**src/logic/mt8_pkg.sv**
```systemverilog
// shared constants and types of the modulo timer
`default_nettype none

package mt8_pkg;

	// ---------------------------------------------------------------
	// register map, byte offsets within the slave window
	// ---------------------------------------------------------------
	localparam int REG_ADDR_W = 8;
	localparam logic [7:0] OFS_STATUS_CTRL = 8'h00;
	localparam logic [7:0] OFS_CLOCK_CFG = 8'h04;
	localparam logic [7:0] OFS_COUNT = 8'h08;
	localparam logic [7:0] OFS_WRAP_LIMIT = 8'h0C;
	localparam logic [7:0] OFS_IRQ_STATUS = 8'h10;
	localparam logic [7:0] OFS_IRQ_MASK = 8'h14;

	// ---------------------------------------------------------------
	// field positions
	// ---------------------------------------------------------------
	localparam int SC_FLAG_BIT = 7;
	localparam int SC_IRQEN_BIT = 6;
	localparam int SC_CLEAR_BIT = 5;
	localparam int SC_HALT_BIT = 4;
	localparam int CFG_SRC_HI = 5;
	localparam int CFG_SRC_LO = 4;
	localparam int CFG_PS_HI = 3;
	localparam int CFG_PS_LO = 0;
	localparam int IRQ_OVF_BIT = 0;
	localparam int HTRANS_ACTIVE_BIT = 1;

	// ---------------------------------------------------------------
	// reset values and limits
	// ---------------------------------------------------------------
	localparam logic [7:0] COUNT_RST = 8'h00;
	localparam logic [7:0] LIMIT_RST = 8'h00;
	localparam logic [7:0] FREE_RUN_TOP = 8'hFF;
	localparam logic [3:0] PS_RST = 4'h0;
	localparam logic [3:0] PS_MAX = 4'h8;
	localparam logic [7:0] PRE_RST = 8'h00;
	localparam logic HALT_RST = 1'b1;
	localparam logic [1:0] HRESP_OKAY = 2'h0;

	// ---------------------------------------------------------------
	// clock source encodings and bus states
	// ---------------------------------------------------------------
	typedef enum logic [1:0] {
		SRC_BUS = 2'h0,
		SRC_FIXED = 2'h1,
		SRC_EXT_FALL = 2'h2,
		SRC_EXT_RISE = 2'h3
	} mt8_src_t;

	typedef enum logic [1:0] {
		ST_IDLE,
		ST_WRITE,
		ST_RDCAP,
		ST_RDOUT
	} mt8_bus_st_t;

endpackage

`default_nettype wire

```
**src/logic/mt8_src.sv**
```systemverilog
// clock source selection, pin synchronisers and prescaler
`timescale 1ns/10ps
`default_nettype none

module mt8_src (
	// clock and reset
	input wire logic clk,
	input wire logic rst_n,
	// control
	input wire logic run,
	input wire logic [1:0] src_sel,
	input wire logic [3:0] ps_sel,
	// asynchronous count sources
	input wire logic fixed_in,
	input wire logic ext_in,
	// prescaled count enable
	output logic tick
);
	import mt8_pkg::*;

	// ---------------------------------------------------------------
	// prescaler mask: codes above eight act as eight
	// ---------------------------------------------------------------
	function automatic logic [7:0] ps_mask(input logic [3:0] ps);
		if (ps >= PS_MAX) begin
			return FREE_RUN_TOP;
		end
		return (8'h01 << ps[2:0]) - 8'h01;
	endfunction

	logic [1:0] pin_in;
	logic [2:0] sync_q [0:1];
	logic lvl_q [0:1];
	logic agree [0:1];
	logic rise [0:1];
	logic fall [0:1];
	logic sel_pulse;
	logic src_pulse;
	logic [7:0] pre_q;
	logic [7:0] mask;

	assign pin_in = {ext_in, fixed_in};

	// three-stage synchronisers, a level counts once stages two and three agree
	always_ff @(posedge clk or negedge rst_n) begin
		if (!rst_n) begin
			for (int i = 0; i < 2; i++) begin
				sync_q[i] <= 3'h0;
				lvl_q[i] <= 1'b0;
			end
		end else begin
			for (int i = 0; i < 2; i++) begin
				sync_q[i] <= {sync_q[i][1:0], pin_in[i]};
				if (agree[i]) begin
					lvl_q[i] <= sync_q[i][2];
				end
			end
		end
	end

	// settled level and edges of each pin
	genvar g;
	generate
		for (g = 0; g < 2; g++) begin : g_pin
			assign agree[g] = sync_q[g][1] == sync_q[g][2];
			assign rise[g] = agree[g] && sync_q[g][2] && !lvl_q[g];
			assign fall[g] = agree[g] && !sync_q[g][2] && lvl_q[g];
		end
	endgenerate

	// source selection, gated by run
	assign sel_pulse = (src_sel == SRC_BUS) ? 1'b1 :
		(src_sel == SRC_FIXED) ? rise[0] :
		(src_sel == SRC_EXT_FALL) ? fall[1] : rise[1];
	assign src_pulse = run && sel_pulse;
	assign mask = ps_mask(ps_sel);
	assign tick = src_pulse && ((pre_q & mask) == mask);

	// free-running prescaler, never cleared by a setting change
	always_ff @(posedge clk or negedge rst_n) begin
		if (!rst_n) begin
			pre_q <= PRE_RST;
		end else if (src_pulse) begin
			pre_q <= pre_q + 8'h01;
		end
	end
endmodule

`default_nettype wire

```
**src/logic/mt8_top.sv**
```systemverilog
// modulo timer top: AHB-Lite register slave, counter, flag and interrupt
//
// Chosen here: the register addresses and register access over AHB-Lite.
`timescale 1ns/10ps
`default_nettype none

// Summary of operation
// overflow flag bit 7 sets when counter rolls from wrap limit to zero.
// flag clears by reading status while set, then writing zero to it.
// counter clear write or any wrap limit write also clears the flag.
// interrupt asserts while interrupt enable bit 6 and flag are both set.
// software clears the flag before it sets the interrupt enable.
// writing one to clear bit 5 zeroes counter and flag; reads zero.
// halt bit 4 freezes the count; reset sets it; clearing resumes.
// source field 5:4 picks bus, fixed, pin falling or pin rising.
// changing the source keeps the count and continues on the new source.
// prescale field 3:0 divides by two to the code, up to 256.
// prescale codes above eight divide by 256.
// changing prescale keeps the count; reset clears the field.
// count register reads the counter, ignores writes, resets to zero.
// counter rolls at wrap limit; zero limit gives free 8-bit counting.
// any wrap limit write zeroes the counter and clears the flag.
// an overflow between flag read and clearing write keeps the flag.
// external input is synchronised; it toggles at most quarter bus rate.
// one bus-clock count enable drives all counter and flag updates.
module mt8_top (
	// clock and reset
	input wire logic MCLK,
	input wire logic RSTN,
	// AHB-Lite slave
	input wire logic HSEL,
	input wire logic [31:0] HADDR,
	input wire logic [1:0] HTRANS,
	input wire logic HWRITE,
	input wire logic [2:0] HSIZE,
	input wire logic [31:0] HWDATA,
	input wire logic HREADY,
	output logic [31:0] HRDATA,
	output logic HREADYOUT,
	output logic [1:0] HRESP,
	// count source pins
	input wire logic FIXED_RATE_CLOCK,
	input wire logic EXTERNAL_COUNT_INPUT,
	// interrupt
	output logic IRQ
);
	import mt8_pkg::*;

	// ---------------------------------------------------------------
	// wrap detection
	// ---------------------------------------------------------------
	function automatic logic wrap_hit(input logic [7:0] cnt,
		input logic [7:0] lim);
		return cnt == ((lim == LIMIT_RST) ? FREE_RUN_TOP : lim);
	endfunction

	// ---------------------------------------------------------------
	// reset release
	// ---------------------------------------------------------------
	logic [1:0] rst_s_q;
	logic rst_n;

	// two-stage release of the asynchronous reset
	always_ff @(posedge MCLK or negedge RSTN) begin
		if (!RSTN) begin
			rst_s_q <= 2'h0;
		end else begin
			rst_s_q <= {rst_s_q[0], 1'b1};
		end
	end
	assign rst_n = rst_s_q[1];

	// ---------------------------------------------------------------
	// bus slave
	// ---------------------------------------------------------------
	mt8_bus_st_t st_q, st_d;
	logic [7:0] addr_q;
	logic [31:0] hrdata_q;
	logic accept;
	logic [7:0] wdat;
	logic wr_go, wr_sc, wr_cfg, wr_lim, wr_ist, wr_msk;
	logic rd_cap, rd_sc;
	logic [7:0] sc_rd, cfg_rd, rd_mux;

	// address phase taken when selected, active and bus ready
	assign accept = HSEL && HTRANS[HTRANS_ACTIVE_BIT] && HREADY;

	// state advance: writes land in data phase, reads take one wait
	// the wait lets read data come straight from a flop
	always_comb begin
		st_d = ST_IDLE;
		case (st_q)
			ST_RDCAP: begin
				st_d = ST_RDOUT;
			end
			ST_IDLE, ST_WRITE, ST_RDOUT: begin
				if (accept) begin
					st_d = HWRITE ? ST_WRITE : ST_RDCAP;
				end
			end
			default: begin
				st_d = ST_IDLE;
			end
		endcase
	end

	// bus state, address and read data registers
	always_ff @(posedge MCLK or negedge rst_n) begin
		if (!rst_n) begin
			st_q <= ST_IDLE;
			addr_q <= 8'h00;
			hrdata_q <= 32'h0000_0000;
		end else begin
			st_q <= st_d;
			if (accept) begin
				addr_q <= HADDR[REG_ADDR_W-1:0];
			end
			if (rd_cap) begin
				hrdata_q <= {24'h00_0000, rd_mux};
			end
		end
	end

	assign HREADYOUT = st_q != ST_RDCAP;
	assign HRESP = HRESP_OKAY;
	assign HRDATA = hrdata_q;

	// write strobes and data byte
	assign wdat = HWDATA[7:0];
	assign wr_go = st_q == ST_WRITE;
	assign wr_sc = wr_go && (addr_q == OFS_STATUS_CTRL);
	assign wr_cfg = wr_go && (addr_q == OFS_CLOCK_CFG);
	assign wr_lim = wr_go && (addr_q == OFS_WRAP_LIMIT);
	assign wr_ist = wr_go && (addr_q == OFS_IRQ_STATUS);
	assign wr_msk = wr_go && (addr_q == OFS_IRQ_MASK);
	assign rd_cap = st_q == ST_RDCAP;
	assign rd_sc = rd_cap && (addr_q == OFS_STATUS_CTRL);

	// ---------------------------------------------------------------
	// timer registers
	// ---------------------------------------------------------------
	logic tof_q, tof_d;
	logic armed_q, armed_d;
	logic overflow_irq_enable_q, halt_q;
	logic [1:0] src_q;
	logic [3:0] ps_q;
	logic [7:0] limit_q;
	logic [7:0] cnt_q, cnt_d;
	logic ist_q, ist_d, msk_q;
	logic tick, ovf, cnt_clear, flag_clr;

	// read view; clear bit always reads zero, unmapped reads zero
	assign sc_rd = {tof_q, overflow_irq_enable_q, 1'b0, halt_q, 4'h0};
	assign cfg_rd = {2'h0, src_q, ps_q};
	assign rd_mux = (addr_q == OFS_STATUS_CTRL) ? sc_rd :
		(addr_q == OFS_CLOCK_CFG) ? cfg_rd :
		(addr_q == OFS_COUNT) ? cnt_q :
		(addr_q == OFS_WRAP_LIMIT) ? limit_q :
		(addr_q == OFS_IRQ_STATUS) ? {7'h00, ist_q} :
		(addr_q == OFS_IRQ_MASK) ? {7'h00, msk_q} : 8'h00;

	// prescaled count enable
	mt8_src i_mt8_src (
		.clk(MCLK),
		.rst_n(rst_n),
		.run(!halt_q),
		.src_sel(src_q),
		.ps_sel(ps_q),
		.fixed_in(FIXED_RATE_CLOCK),
		.ext_in(EXTERNAL_COUNT_INPUT),
		.tick(tick)
	);

	// counter next value and overflow event
	// clears win over a step, so a cleared count never shows a late step
	assign ovf = tick && wrap_hit(cnt_q, limit_q);
	assign cnt_clear = (wr_sc && wdat[SC_CLEAR_BIT]) || wr_lim;
	assign cnt_d = cnt_clear ? COUNT_RST :
		ovf ? COUNT_RST :
		tick ? cnt_q + 8'h01 : cnt_q;

	// flag clearing: armed read then zero write, or clear/limit write
	assign flag_clr = cnt_clear ||
		(wr_sc && !wdat[SC_FLAG_BIT] && armed_q);
	assign tof_d = ovf ? 1'b1 : (flag_clr ? 1'b0 : tof_q);
	assign armed_d = (ovf || flag_clr) ? 1'b0 :
		((rd_sc && tof_q) ? 1'b1 : armed_q);
	assign ist_d = ovf ? 1'b1 :
		((wr_ist && wdat[IRQ_OVF_BIT]) ? 1'b0 : ist_q);

	// counter and flags
	always_ff @(posedge MCLK or negedge rst_n) begin
		if (!rst_n) begin
			cnt_q <= COUNT_RST;
			tof_q <= 1'b0;
			armed_q <= 1'b0;
			ist_q <= 1'b0;
		end else begin
			cnt_q <= cnt_d;
			tof_q <= tof_d;
			armed_q <= armed_d;
			ist_q <= ist_d;
		end
	end

	// software-written control
	always_ff @(posedge MCLK or negedge rst_n) begin
		if (!rst_n) begin
			overflow_irq_enable_q <= 1'b0;
			halt_q <= HALT_RST;
			src_q <= SRC_BUS;
			ps_q <= PS_RST;
			limit_q <= LIMIT_RST;
			msk_q <= 1'b0;
		end else begin
			if (wr_sc) begin
				overflow_irq_enable_q <= wdat[SC_IRQEN_BIT];
				halt_q <= wdat[SC_HALT_BIT];
			end
			if (wr_cfg) begin
				src_q <= wdat[CFG_SRC_HI:CFG_SRC_LO];
				ps_q <= wdat[CFG_PS_HI:CFG_PS_LO];
			end
			if (wr_lim) begin
				limit_q <= wdat;
			end
			if (wr_msk) begin
				msk_q <= wdat[IRQ_OVF_BIT];
			end
		end
	end

	// interrupt level
	// an old flag fires at once if the enable is set before clearing it
	assign IRQ = (tof_q && overflow_irq_enable_q) || (ist_q && msk_q);
endmodule

`default_nettype wire

```
**config.mk**
```make
export PLATFORM = sky130hd
export DESIGN_NAME = mt8_top
export DESIGN_NICKNAME = d
export VERILOG_FILES = /design/src/logic/mt8_pkg.sv /design/src/logic/mt8_src.sv /design/src/logic/mt8_top.sv
export SDC_FILE = /design/constraint.sdc
export NUM_CORES = 1
export LEC_CHECK = 0
export BUFFER_PORTS_ARGS = -buffer_cell sky130_fd_sc_hd__buf_2
export CAP_MARGIN = 10
export CORE_AREA = 2 2 71 106
export CTS_BUF_LIST = sky130_fd_sc_hd__clkbuf_8
export DETAILED_ROUTE_END_ITERATION = 10
export DIE_AREA = 0 0 73 108
export GPL_TIMING_DRIVEN = 1
export PLACE_DENSITY = 0.75
export REMOVE_ABC_BUFFERS = 1
export SLEW_MARGIN = 20
export SYNTH_ARGS = -nofsm -noshare
export SYNTH_HDL_FRONTEND = slang
export SYNTH_HIERARCHICAL = 1
export SYNTH_SLANG_ARGS = --single-unit
```
**constraint.sdc**
```tcl
create_clock -name MCLK -period 2.6 [get_ports MCLK]
set_input_delay 0 -clock MCLK [delete_from_list [all_inputs] [get_ports MCLK]]
set_output_delay 0 -clock MCLK [all_outputs]
set_load 0.005 [all_outputs]
```
==> reports/metrics.csv <==
metric;value;unit
outcome;completed;
Post-synth EDFFs;0;
max_slew headroom;50.7;%
initial antenna violation count;0;
pin count of the biggest net entering global routing;34;
Max clock buf depth;2;
Core ar.;6900;um2
Synth Register Bits;64;
# diodes;0;
most common cell after layout, fill and taps aside;dfrtp_1;
Cell Pwr Density;791;nW/um2
Final ANT Viol Nets;0;
Iter 0 DRT Violations;114;
post-layout min period;2.41;ns
CP Class;flip-flop to flip-flop;
share of cells above drive strength 1;27.0;%
first-pass GRT wire length;11800;um
grt total ovfl;0;
CP peak stage delay;0.40;ns
fin crit share;92.6;%
dpl cells;423;
WP data arrival;2.65;ns
hold depth;3;
Fin Clk Skew;0.00788;ns
Fin Setup TNS;0;ns
Sink Count;64;
Die Y;108;um
FF-to-FF Start;i_mt8_src/sync_q[1]$_DFF_PN0_;
CP top delay family;simple AND/OR/NAND/NOR gates;
H-tree depth;3;
GP Congestion;0.872;
Leak Pwr;1.82;nW
Least-Margin Pin Slew;0.740;ns
cells along the critical path;inv_1 -> ha_1 -> nand2_1 -> o221a_2 -> or2_4 -> a211oi_4 -> buf_4 -> a21oi_1 -> nor4_1 -> xnor2_1 -> nor2_1;
CP Capture Type;flip-flop;
FFs w/ async S/R, synth;100;%
reg2reg end;cnt_q[7]$_DFFE_PN0P_;
WP buf/inv;2;
clk slew on worst S/H paths;0.07;ns
post-synthesis instance area;3380;um2
NumNets Final;458;
Root Driver;clkbuf_8;
max-cap violations;0;
register area share after synthesis;47.4;%
worst path required time;2.84;ns
Slew Limit Fails;0;
Syn-to-layout area delta;18.0;%
Tot Pwr;3.16;mW
vias;2497;
worst-path fanout max;7;
Worst-Skew Late Latency;0.35;ns
Wirelength per Cell;15.7;um
Die W;73;um
CTS tree;done;
hold endpoint;st_q[0]$_DFF_PN0_;
vias in the first global route;2502;
CP max-delay cell;dfrtp_1;
GRT Total Usage;19.9;%
Final Non-Filler Cells;459;
Worst VDD drop;385;uV
most frequent cells in the layout;dfrtp_1 (62), buf_2 (33), mux2_2 (28);
Via-to-Cell Ratio;5.44;
R2R cell count;11;
reg2reg setup slack;0.19;ns
clock buffer count from CTS;9;
top_reg_cell synth;dfrtp_1;
starting density of the core;49.0;%
Hold Crit Start;HTRANS[1];
CP Launch Type;flip-flop;
DRC violations left;0;
mean post-synth cell area;10.9;um2
Die Area;7880;um2
FMAX;415;MHz
Rows;37;
PortBufs;33;
I/O pin count;112;
post-synth cell types;59;
Synth Warn #;6;
First-pass DRT Iterations;4;
Hold Crit Class;input port to flip-flop;
Post-DP HPWL;5070;um
final setup fails;0;
Mapped Cells;311;
RSZ-0062 raised after global routing;false;
WL final;7200;um
Final Hold Vio Count;0;
-- state kept, by name (all words and copies together), names as in the netlist, 4 cells and up --
name              cells
addr_q                8
HRDATA                8
i_mt8_src/pre_q       8
i_mt8_src/sync_q      6
cnt_q                 8
ps_q                  4
limit_q               8
-- how the worst max path moves through the flow --
stage	start	to	slack (ns)	depth (start not counted)
6_report	i_mt8_src/sync_q[1]$_DFF_PN0_	cnt_q[7]$_DFFE_PN0P_	0.19	11
4_1_cts	i_mt8_src/sync_q[1]$_DFF_PN0_	cnt_q[7]$_DFFE_PN0P_	0.02	11
3_3_place_gp	i_mt8_src/sync_q[1]$_DFF_PN0_	cnt_q[7]$_DFFE_PN0P_	0.09	11
2_1_floorplan	i_mt8_src/sync_q[1]$_DFF_PN0_	cnt_q[0]$_DFFE_PN0P_	0.03	11
3_5_place_dp	i_mt8_src/sync_q[1]$_DFF_PN0_	cnt_q[0]$_DFFE_PN0P_	0.06	12
5_1_grt	i_mt8_src/sync_q[2]$_DFF_PN0_	cnt_q[0]$_DFFE_PN0P_	0.03	12
-- routing by layer --
layer	wire, um	track usage (%)
met2	3890	33.7
met1	2810	22.3
met5	0	0
met3	247	5.41
met4	258	11.0
-- power by group --
group / switching [mW] / internal (mW) / leakage (nW) / total (mW)
logic: 0.416 / 0.437 / 0.926 / 0.853
registers: 0.279 / 1.21 / 0.789 / 1.49
clock network: 0.364 / 0.454 / 0.103 / 0.818
total: 1.06 / 2.10 / 1.82 / 3.16
-- cells in the mapped netlist (2+ instances only) --
cell / instances / area, um2
nor4_1: 5 / 31.3
nand2_1: 26 / 97.6
nor3_4: 3 / 48.8
and3_1: 2 / 12.5
xnor2_1: 8 / 70.1
xor2_1: 8 / 70.1
conb_1: 2 / 7.51
a21oi_1: 5 / 25.0
a31oi_1: 5 / 31.3
nor2b_1: 5 / 31.3
clkbuf_1: 5 / 18.8
ha_1: 5 / 62.6
o21ai_1: 4 / 20.0
o21ai_0: 13 / 65.1
mux2i_1: 2 / 20.0
o31ai_1: 7 / 52.6
nand2b_1: 3 / 18.8
mux2_2: 28 / 315
a22oi_1: 4 / 30.0
nand3b_1: 3 / 22.5
nand4_1: 2 / 12.5
mux2_4: 3 / 45.0
inv_1: 10 / 37.5
nor3_1: 9 / 45.0
a211o_1: 4 / 35.0
nor2_1: 14 / 52.6
nand3_1: 7 / 35.0
buf_4: 26 / 195
dfrtp_1: 63 / 1580
-- metrics by stage --
stage | setup slack (ns) | cell area [um2] | utilization (%) | hold slack [ns]
CTS | 0.0205 | 3980 | 57.7 | 0.210
finish | 0.193 | 3990 | 57.9 | 0.217
detailed placement | 0.0637 | 3580 | 51.9 | -0.215
global placement | 0.0861 | 3580 | 51.9 | -0.216
floorplan | 0.0267 | 3240 | - | -0.296
global route | 0.0276 | 3990 | 57.9 | 0.245
-- logic make-up (layout without fill, tap and decap cells) --
group	Yosys count	count (layout)	synth area share [%]
simple gates	92	92	15.5
compound gates	54	54	11.0
flops	64	64	47.4
other cells	2	27	0.222
xor+xnor	16	16	4.14
mux	34	34	11.9
fa+ha+maj	5	5	1.85
buf+inv	44	89	8.03
-- area by class of cell --
cell class / count / area (um2)
Clock buffer: 10 / 138
Tap cell: 78 / 97.6
Fill cell: 578 / 2910
Inverter: 10 / 37.5
Clock inverter: 5 / 48.8
Sequential cell: 64 / 1600
Multi-Input combinational cell: 228 / 1620
Timing Repair Buffer: 64 / 450
-- worst reg2reg max path, stage by stage (launching register included) --
cell and delay (ns):
dfrtp_1 0.40, inv_1 0.07, ha_1 0.14, nand2_1 0.05, o221a_2 0.28, or2_4 0.28, a211oi_4 0.25, buf_4 0.17
a21oi_1 0.11, nor4_1 0.34, xnor2_1 0.16, nor2_1 0.05
-- timing repair --
action,in CTS,in global routing
gates resized for setup,0,3
hold buffers,21,0
hold endpoints to repair,32,0
buffers inserted,0,0
setup endpoints to repair,0,11
(Power assumes the default switching activity.)
